### src/core/qwd_params.svh
// Constants for the queued write deadline and completion block
`ifndef QWD_PARAMS_SVH
`define QWD_PARAMS_SVH

`define QWD_TAGS 32
`define QWD_REM_W 13
`define QWD_DL_COARSE_BIT 7
`define QWD_FMC_BIT 7
`define QWD_CLK_PERIOD_NS 4
`define QWD_FINE_UNIT_NS 10000000
`define QWD_COARSE_UNIT_NS 500000000
`define QWD_FINE_CYC (`QWD_FINE_UNIT_NS / `QWD_CLK_PERIOD_NS)
`define QWD_COARSE_RATIO (`QWD_COARSE_UNIT_NS / `QWD_FINE_UNIT_NS)
`define QWD_TICK_W 22

`endif

### src/core/qwd_pkg.sv
// Types for the queued write deadline and completion block
`include "qwd_params.svh"

package qwd_pkg;

  typedef enum logic [1:0]
  {
    QWD_URG_NORMAL = 2'h0,
    QWD_URG_ISOCH = 2'h1,
    QWD_URG_HIGH = 2'h2,
    QWD_URG_RSVD = 2'h3
  } qwd_urgency_t;

  typedef enum logic [1:0]
  {
    QWD_ST_RUN = 2'b01,
    QWD_ST_HALT = 2'b10
  } qwd_state_t;

  typedef struct packed {
    logic [`QWD_TAGS-1:0] act;
    logic [`QWD_TAGS-1:0] isoch;
    logic [`QWD_TAGS-1:0] fmc;
    logic [`QWD_TAGS-1:0] hiprio;
    logic [`QWD_TAGS-1:0] expd;
    logic [`QWD_TAGS-1:0][`QWD_REM_W-1:0] rem;
    qwd_state_t st;
    logic [47:0] fail_lba;
    logic [47:0] start_lba;
    logic done_v;
    logic [4:0] done_tag;
    logic done_err;
    logic done_abort;
    logic stop_wr;
    logic [7:0] ret_sn;
    logic [7:0] ret_cl;
    logic [7:0] ret_ch;
  } qwd_state_vec_t;

  typedef struct packed {
    logic [`QWD_TICK_W-1:0] cnt;
    logic tick;
  } qwd_tick_state_t;

endpackage : qwd_pkg

### src/core/qwd_tick_gen.sv
// Fine deadline unit tick generator
`include "qwd_params.svh"

module qwd_tick_gen
  import qwd_pkg::*;
#(
  parameter int unsigned TICK_CYCLES = `QWD_FINE_CYC
)
(
  input wire logic clk,
  input wire logic rst_n,
  input wire logic ce,
  output logic tick
);

  qwd_tick_state_t t_r;
  qwd_tick_state_t t_nxt;

  always_comb
  begin
    t_nxt = t_r;
    t_nxt.tick = 1'b0;
    if (t_r.cnt >= `QWD_TICK_W'(TICK_CYCLES - 1))
    begin
      t_nxt.cnt = '0;
      t_nxt.tick = 1'b1;
    end
    else
    begin
      t_nxt.cnt = t_r.cnt + `QWD_TICK_W'(1);
    end
  end

  always_ff @(posedge clk)
  begin
    if (!rst_n)
      t_r <= '0;
    else if (ce)
      t_r <= t_nxt;
  end

  assign tick = t_r.tick;
endmodule : qwd_tick_gen

### src/core/qwd_top.sv
// Queued write deadline timing, completion and failing address return
`include "qwd_params.svh"

module qwd_top
  import qwd_pkg::*;
#(
  parameter int unsigned TICK_CYCLES = `QWD_FINE_CYC
)
(
  input wire logic clk,
  input wire logic rst_n,
  input wire logic ce,
  input wire logic cmd_accept,
  input wire logic [4:0] cmd_tag,
  input wire logic [1:0] cmd_urgency_class,
  input wire logic [7:0] cmd_completion_deadline_field,
  input wire logic [7:0] cmd_device_head,
  input wire logic [7:0] cmd_sect_num_cur,
  input wire logic [7:0] cmd_sect_num_prev,
  input wire logic [7:0] cmd_cyl_low_cur,
  input wire logic [7:0] cmd_cyl_low_prev,
  input wire logic [7:0] cmd_cyl_high_cur,
  input wire logic [7:0] cmd_cyl_high_prev,
  input wire logic abort_expired_en,
  input wire logic write_cache_en,
  input wire logic [4:0] evt_tag,
  input wire logic evt_xfer_done,
  input wire logic evt_media_done,
  input wire logic evt_unc_error,
  input wire logic [47:0] evt_fail_lba,
  input wire logic high_byte_select,
  output logic [47:0] start_lba,
  output logic [31:0] active_mask,
  output logic [31:0] high_urgency_mask,
  output logic [31:0] expired_mask,
  output logic done_valid,
  output logic [4:0] done_tag,
  output logic done_error,
  output logic done_abort,
  output logic stop_write,
  output logic write_halted,
  output logic [7:0] ret_sector_number,
  output logic [7:0] ret_cyl_low,
  output logic [7:0] ret_cyl_high
);

  // ==========================================================
  // Functions
  function automatic logic [`QWD_REM_W-1:0] dl_ticks(
    input logic [7:0] f
  );
    logic [`QWD_REM_W-1:0] base;
    base = {6'h0, f[6:0]} + `QWD_REM_W'(1);
    if (f[`QWD_DL_COARSE_BIT])
      return `QWD_REM_W'(base * `QWD_REM_W'(`QWD_COARSE_RATIO));
    return base;
  endfunction : dl_ticks

  function automatic logic [4:0] first_set(input logic [31:0] v);
    logic [4:0] idx;
    idx = 5'h0;
    for (int i = 31; i >= 0; i--)
      if (v[i])
        idx = 5'(i);
    return idx;
  endfunction : first_set

  function automatic logic [7:0] ret_byte(
    input logic [47:0] lba,
    input logic hbs,
    input int unsigned idx
  );
    return hbs ? lba[24 + 8*idx +: 8] : lba[8*idx +: 8];
  endfunction : ret_byte

  // ==========================================================
  // State
  qwd_state_vec_t s_r;
  qwd_state_vec_t s_nxt;
  logic tick;
  logic evt_live;
  logic [31:0] overdue;

  qwd_tick_gen #(
    .TICK_CYCLES(TICK_CYCLES)
  ) u_tick (
    .clk(clk),
    .rst_n(rst_n),
    .ce(ce),
    .tick(tick)
  );

  assign evt_live = s_r.act[evt_tag];
  assign overdue = s_r.act & s_r.expd;

  always_comb
  begin
    s_nxt = s_r;
    s_nxt.done_v = 1'b0;
    s_nxt.done_err = 1'b0;
    s_nxt.done_abort = 1'b0;
    s_nxt.stop_wr = 1'b0;
    // Timers only run for isochronous commands
    if (tick)
    begin
      for (int i = 0; i < `QWD_TAGS; i++)
      begin
        if (s_r.act[i] && s_r.isoch[i] && !s_r.expd[i])
        begin
          if (s_r.rem[i] <= `QWD_REM_W'(1))
          begin
            s_nxt.rem[i] = '0;
            s_nxt.expd[i] = 1'b1;
          end
          else
          begin
            s_nxt.rem[i] = s_r.rem[i] - `QWD_REM_W'(1);
          end
        end
      end
    end
    // One completion per cycle; media events beat deadline aborts
    if (evt_unc_error && evt_live)
    begin
      s_nxt.done_v = 1'b1;
      s_nxt.done_tag = evt_tag;
      s_nxt.done_err = 1'b1;
      s_nxt.stop_wr = 1'b1;
      if (s_r.st == QWD_ST_RUN)
      begin
        // Only the first failure since reset or the last command accept is kept for the host to read back
        s_nxt.fail_lba = evt_fail_lba;
        s_nxt.st = QWD_ST_HALT;
      end
    end
    else if (evt_media_done && evt_live)
    begin
      s_nxt.done_v = 1'b1;
      s_nxt.done_tag = evt_tag;
    end
    else if (evt_xfer_done && evt_live && !s_r.fmc[evt_tag]
             && write_cache_en)
    begin
      s_nxt.done_v = 1'b1;
      s_nxt.done_tag = evt_tag;
    end
    else if (abort_expired_en && (|overdue))
    begin
      s_nxt.done_v = 1'b1;
      s_nxt.done_abort = 1'b1;
      s_nxt.done_tag = first_set(overdue);
    end
    // Overdue commands with abort off simply stay active
    if (s_nxt.done_v)
    begin
      s_nxt.act[s_nxt.done_tag] = 1'b0;
      s_nxt.isoch[s_nxt.done_tag] = 1'b0;
      s_nxt.hiprio[s_nxt.done_tag] = 1'b0;
      s_nxt.expd[s_nxt.done_tag] = 1'b0;
      s_nxt.rem[s_nxt.done_tag] = '0;
    end
    if (cmd_accept)
    begin
      s_nxt.act[cmd_tag] = 1'b1;
      s_nxt.expd[cmd_tag] = 1'b0;
      s_nxt.isoch[cmd_tag] = (cmd_urgency_class == QWD_URG_ISOCH);
      s_nxt.hiprio[cmd_tag] = (cmd_urgency_class == QWD_URG_HIGH);
      s_nxt.fmc[cmd_tag] = cmd_device_head[`QWD_FMC_BIT];
      s_nxt.rem[cmd_tag] = (cmd_urgency_class == QWD_URG_ISOCH) ?
        dl_ticks(cmd_completion_deadline_field) : '0;
      s_nxt.start_lba = {cmd_cyl_high_prev, cmd_cyl_low_prev,
        cmd_sect_num_prev, cmd_cyl_high_cur, cmd_cyl_low_cur,
        cmd_sect_num_cur};
      s_nxt.st = QWD_ST_RUN;
    end
    case (s_r.st)
      QWD_ST_RUN, QWD_ST_HALT:
      begin
        s_nxt.ret_sn = ret_byte(s_r.fail_lba, high_byte_select, 0);
        s_nxt.ret_cl = ret_byte(s_r.fail_lba, high_byte_select, 1);
        s_nxt.ret_ch = ret_byte(s_r.fail_lba, high_byte_select, 2);
      end
      default:
      begin
        s_nxt.st = QWD_ST_RUN;
      end
    endcase
  end

  always_ff @(posedge clk)
  begin
    if (!rst_n)
    begin
      s_r <= '0;
      s_r.st <= QWD_ST_RUN;
    end
    else if (ce)
    begin
      s_r <= s_nxt;
    end
  end

  assign start_lba = s_r.start_lba;
  assign active_mask = s_r.act;
  assign high_urgency_mask = s_r.hiprio;
  assign expired_mask = s_r.expd;
  assign done_valid = s_r.done_v;
  assign done_tag = s_r.done_tag;
  assign done_error = s_r.done_err;
  assign done_abort = s_r.done_abort;
  assign stop_write = s_r.stop_wr;
  assign write_halted = (s_r.st == QWD_ST_HALT);
  assign ret_sector_number = s_r.ret_sn;
  assign ret_cyl_low = s_r.ret_cl;
  assign ret_cyl_high = s_r.ret_ch;
endmodule : qwd_top

### config.mk
export PLATFORM = sky130hd
export DESIGN_NAME = qwd_top
export DESIGN_NICKNAME = d
export VERILOG_FILES = /design/src/core/qwd_pkg.sv /design/src/core/qwd_tick_gen.sv /design/src/core/qwd_top.sv
export VERILOG_INCLUDE_DIRS = /design/src /design/src/core
export SDC_FILE = /design/constraint.sdc
export NUM_CORES = 2
export LEC_CHECK = 0
export ABC_AREA = 1
export BUFFER_PORTS_ARGS = -buffer_cell sky130_fd_sc_hd__buf_2
export CAP_MARGIN = 20
export CORE_ASPECT_RATIO = 0.5
export CORE_MARGIN = 1.5
export CORE_UTILIZATION = 35
export DETAILED_ROUTE_END_ITERATION = 10
export GPL_TIMING_DRIVEN = 0
export SLEW_MARGIN = 20
export SYNTH_ARGS = -nofsm -noshare
export SYNTH_HDL_FRONTEND = slang
export SYNTH_SLANG_ARGS = --single-unit
### constraint.sdc
create_clock -name clk -period 3.91 [get_ports clk]
set_input_delay 0.1955 -clock clk [delete_from_list [all_inputs] [get_ports clk]]
set_output_delay 0.1955 -clock clk [all_outputs]
set_load 0.01 [all_outputs]
-- Yosys cells after proc, flatten, opt, wreduce, memory -nomap -nowiden
Cells that the tools add are included.
- bits in registers: 729
- bits in latches: 0
- bits in writable memories: 0
- ROM bits: 0
- input port bits: 134
- output and inout port bits: 178
- memories: 0
- add/sub/neg operators: 34
- multipliers: 1
- div/mod/pow operators: 0
- $lt $le $gt $ge: 38
- equal/unequal tests: 6
- shift-type cells: 0
- muxes and demuxes: 203
- bitwise logic cells: 11
- reduce and logical (&&, ||, !) cells: 111
- operators by type and width (cell ; number):
    13-bit two-way mux ; 70
    578-bit two-way mux ; 1
    480-bit two-way mux ; 1
    448-bit two-way mux ; 1
    416-bit AND ; 1
    416-bit bitwise mux ; 1
    13-bit by 1-bit <= comparator with 1-bit output (second input constant) ; 32
    416-bit inverter ; 1
    13-bit by 1-bit subtractor with 13-bit output (second input constant) ; 32
    32-bit AND ; 6
    5-bit two-way mux ; 32
    13-bit demux with 5-bit select ; 2
    50-bit two-way mux ; 2
    32-bit bitwise mux ; 3
    1-bit two-way mux ; 76
    1-bit logical AND ; 72
    64-bit two-way mux ; 1
    32-bit inverter ; 2
    1-bit logical NOT ; 33
    32-bit bitwise OR ; 1
    32-bit OR reduction ; 1
    6-bit two-way mux ; 4
    8-bit two-way mux ; 3
    22-bit by 1-bit adder with 22-bit output (second input constant) ; 1
    other kinds (15) ; 25

-- Longest topological paths before layout
- depth in word-level cells: 47
- depth in mapped cells: 39

-- Hierarchy
A second synthesis with hierarchy kept.
- cell total of the unflattened synthesis: 6517
- area total of the unflattened synthesis: 45212.1 µm²
- modules (own cells, without submodules) (module ; times used ; cells each ; area each (µm²)):
    qwd_top ; 1 ; 6320 ; 43823.3
    qwd_tick_gen ; 1 ; 197 ; 1388.8

-- Least setup slack after synthesis
OpenSTA, ideal clock, no wires.
- kind: input to register
- start point: input port cmd_completion_deadline_field[0]
- end point: register s_r[442] (netlist bit)
- library setup time: 128 ps
- data arrival time: 3853 ps
- required time: 3782 ps
- path slack: -71 ps
- stages: 25
- path buffers: 2
- cells stage by stage: clkbuf_1 > inv_1 > ha_1 > inv_1 > ha_1 > ha_1 > fa_1 > ha_1 > nand2_1 > nor2_1 > a211oi_1 > nor2_1 > nor2_1 > inv_1 > a21oi_1 > nor2_1 > nor2_1 > nor2_1 > nor2_1 > xor2_1 > nand2_1 > clkbuf_1 > o22ai_1 > a21oi_1 > nor2_1
- longest elaborated chain between the ends: 8
- ends and longest elaborated chain (item ; RTL line ; text):
    start: declaration ; qwd_top.sv:16 ; input wire logic [7:0] cmd_completion_deadline_field,
    7-bit by 1-bit adder with 8-bit output ; qwd_top.sv:53 ; base = {6'h0, f[6:0]} + `QWD_REM_W'(1);
    8-bit by 5-bit multiplier with 12-bit output ; qwd_top.sv:55 ; return `QWD_REM_W'(base * `QWD_REM_W'(`QWD_COARSE_RATIO));
    13-bit two-way mux ; qwd_top.sv:54 ; if (f[`QWD_DL_COARSE_BIT])
    13-bit two-way mux ; qwd_top.sv:56 ; return base;
    13-bit two-way mux ; qwd_top.sv:162 ; if (cmd_accept)
    13-bit two-way mux ; qwd_top.sv:169 ; s_nxt.rem[cmd_tag] = (cmd_urgency_class == QWD_URG_ISOCH) ?
    416-bit bitwise mux ; qwd_top.sv:169 ;
    578-bit two-way mux ; qwd_top.sv:162 ;
    end signal: assignment ; qwd_top.sv:199 ; s_r <= s_nxt;
    end: declaration ; qwd_top.sv:78 ; qwd_state_vec_t s_r;
Every way passes these cells. The select of a mux whose other input is x is not followed.
A chain may end at the register's enable or synchronous reset.

==> flow_summary.json <==
{
  "stdcell_count": 8812,
  "p_leak_nw": 20.3,
  "synth_edf_count": 0,
  "p_per_area_mw_per_mm2": 335,
  "syn_avg_cell_area_um2": 6.87,
  "cts-root-buf": "clkbuf_16",
  "period_share_pct": 100,
  "min_period_ps": 3920,
  "setup_slack_ps": -14.0,
  "start_util_pct": 35.5,
  "cp_slowest_stage_delay_ps": 940,
  "final_antenna_net_count": 0,
  "grt_pass1_vias": 43904,
  "grt_max_degree": 15,
  "synth-main-ff-cell": "dfxtp_1",
  "yosysWarningCount": 0,
  "hold_viol": 0,
  "io_pins": 312,
  "vias_per_cell": 5.55,
  "outcome": "finished, violations left",
  "via_count": 48893,
  "crit_buf_inv": 8,
  "clock_latency_ps": 710,
  "grt_pass1_wl_um": 279000,
  "syn2layout_area_growth_pct": 19.0,
  "skew_ps": 42.4,
  "crit_fanout": 10,
  "syn-cell-area_mm2": 0.0448,
  "synth_area_leaders": "dfxtp_1 (33%), nor2_1 (7.8%), a21oi_1 (7.7%)",
  "core_mm2": 0.127,
  "die_height_um": 256,
  "htreeDepth": 3,
  "relSlewSlack_pct": 12.0,
  "synthCells": 6527,
  "cp.required_ps": 4500,
  "arrival_ps": 4510,
  "drt_iter0_drc": 6331,
  "die-area_mm2": 0.130,
  "cts-buffers-inserted": 77,
  "layout-drive-gt1-share_pct": 12.1,
  "crit_slowest_cell": "clkbuf_1",
  "fp-row-count": 92,
  "setup_viol": 3,
  "cts_sinks": 729,
  "die_x_um": 509,
  "hp-class": "in2reg",
  "yosysSeqAreaShare_pct": 32.5,
  "worst_pin_slew_ps": 1320,
  "clockBufferDepth": 3,
  "totalWireLength_um": 192000,
  "end_kind": "flop",
  "fin_nets": 7284,
  "dpl.hpwl_um": 135000,
  "max_freq_ghz": 0.255,
  "grt.overflow.total": 0,
  "grt_usage_pct": 28.1,
  "path_cells": "buf_2 > clkbuf_1 > inv_1 > clkbuf_1 > clkbuf_2 > clkbuf_2 > clkbuf_1 > a21oi_1 > nand4_1 > inv_1",
  "grt_setup_unrepaired": "yes",
  "synthArstFlopShare_pct": 0,
  "io_buffer_count": 301,
  "path_delay_family": "buffers and inverters",
  "ys_ff_latch": 729,
  "path_class": "in2reg",
  "drt_first_pass_iters": 7,
  "maxCapViolCount": 0,
  "cts_tree": "yes",
  "gp_congestion": 1.01,
  "drc": 0,
  "place_inst": 8523,
  "crit_top_cell": "clkbuf_1",
  "ir_worst_vdd_uv": 343,
  "synth_top_area_share_pct": 32.5,
  "antenna_found_initial": 15,
  "synth_nets": 6756,
  "ys_types": 54,
  "violations": "setup timing",
  "clkTransAtPathRegs_ps": 60,
  "start_kind": "input pin",
  "report.final.slew_viol_count": 0,
  "yosys.area.top_type": "dfxtp_1",
  "wl_per_cell_um": 21.8,
  "fin_util_pct": 42.2
}
==> cells by family after synthesis <==
logic type                 after synthesis  synth area share, %
DFF                                    729                 32.5
adders and majority gates               95                 2.70
AOI/OAI and AO/OA                     1577                 20.5
buffers and inverters                 1254                 12.2
and+or+nand+nor                       2564                 26.1
xor gates and xnor gates               308                 6.02
==> metrics by stage <==
| step | total power, mW | setup WS [ps] | TNS (ps) | area (um2) | hold WS [ps] |
|---|---|---|---|---|---|
| floorplan | 8.86 | 82.4 | 0 | 44800 | 362 |
| CTS | 17.7 | 10.3 | 0 | 52400 | 18.2 |
| global placement | 9.83 | -1780 | -381190 | 48500 | 444 |
| detailed placement | 9.85 | -1470 | -194790 | 48600 | 450 |
| global route | 18.3 | -36.6 | -326 | 53300 | 56.5 |
| finish | 17.9 | -14.0 | -28.9 | 53400 | 74.5 |
==> cell usage after synthesis, drive strengths merged (7+ instances only) <==
cell / n
a21oi: 693
a22oi: 359
a31oi: 34
buf: 246
clkbuf: 272
dfxtp: 729
ha: 92
inv: 733
nand2: 690
nand3: 400
nand3b: 164
nand4: 113
nor2: 945
nor3: 151
nor3b: 16
nor4: 55
o211ai: 7
o21a: 7
o21ai: 307
o21bai: 28
o22ai: 114
or2: 14
or3: 8
xnor2: 68
xor2: 240
==> path summary, 6_finish.rpt <==
kind                                                  start                                end  slack [ps]  depth (start not counted)
worst min register to register        s_r[105]$_SDFFE_PN0P_  ret_sector_number[0]$_SDFFE_PN0P_         460                          2
worst max register to register  active_mask[7]$_SDFFE_PN0P_              s_r[235]$_SDFFE_PN0P_          50                         19
worst max-delay path                                     ce      expired_mask[11]$_SDFFE_PN0P_         -10                         10
worst min-delay path                             evt_tag[4]           done_tag[4]$_SDFFE_PN0P_          70                          5
==> routing by layer <==
layer,global-route usage (%),part of all wire (%)
met1,38.0,41
met2,42.0,42
met3,5.43,11
met4,14.9,6.0
met5,0,0.015
==> worst min-delay path: stages <==
cell     delay, ps
buf_2          160
nand2_1         70
nand2_1        170
o21ai_0        100
inv_1           50
==> state kept, by name (all words and copies together), names as in the netlist, named ones only <==
signal and count:
ret_cyl_high 8, done_tag 5, start_lba 48, stop_write 1
s_r 498, done_valid 1, ret_sector_number 8, u_tick.t_r 22
expired_mask 32, active_mask 32, u_tick.tick 1, done_abort 1
ret_cyl_low 8, high_urgency_mask 32
==> cell usage in the layout (no fill, tap or decap), types with 8 or more instances in the layout <==
cell type and count:
ha_1 89, clkinv_2 11, or3_1 8, a22oi_1 359, nor2_4 8, nand3_4 15
o21ai_0 286, or2_2 14, clkbuf_2 33, buf_6 16, clkbuf_16 84, xnor2_1 68
dfxtp_1 716, inv_1 726, dfxtp_2 10, nand4_1 96, nand3_1 381, xor2_1 238
dlygate4sd3_1 101, nor3_1 151, o22ai_1 114, o21ai_1 20, buf_2 329, nor3b_1 15
clkbuf_1 236, nand4_4 15, diode_2 11, nor4_1 55, a21oi_1 687, clkbuf_8 22
clkbuf_4 11, buf_4 219, nand2_1 680, a31oi_1 33, nand3b_1 164, buf_8 8
nor2_1 934, o21bai_1 27, buf_1 11
==> area by class of cell <==
cell class | instances | area, um2
Sequential cell | 729 | 14600
Antenna cell | 11 | 27.5
Clock buffer | 109 | 2310
Buffer | 517 | 2980
Multi-Input combinational cell | 4544 | 25300
Fill cell | 13324 | 73200
Timing Repair Buffer | 450 | 3000
Tap cell | 1692 | 2120
Clock inverter | 24 | 264
Inverter | 736 | 2770
==> repair_timing <==
| action | in CTS | in global routing |
|---|---|---|
| endpoints found under the setup margin | 333 | 516 |
| hold buffers | 101 | 0 |
| buffers inserted | 0 | 39 |
| pin swaps | 0 | 12 |
| hold endpoints to repair | 106 | 0 |
| cloned | 0 | 5 |
| gates resized for setup | 58 | 131 |
==> report_power, final <==
group	total [mW]	internal, mW	switching [mW]
combinational	2.39	0.685	1.71
sequential	7.64	7.54	0.0990
clock	7.83	4.38	3.45
No activity file was read; power rests on OpenSTA's default activity.
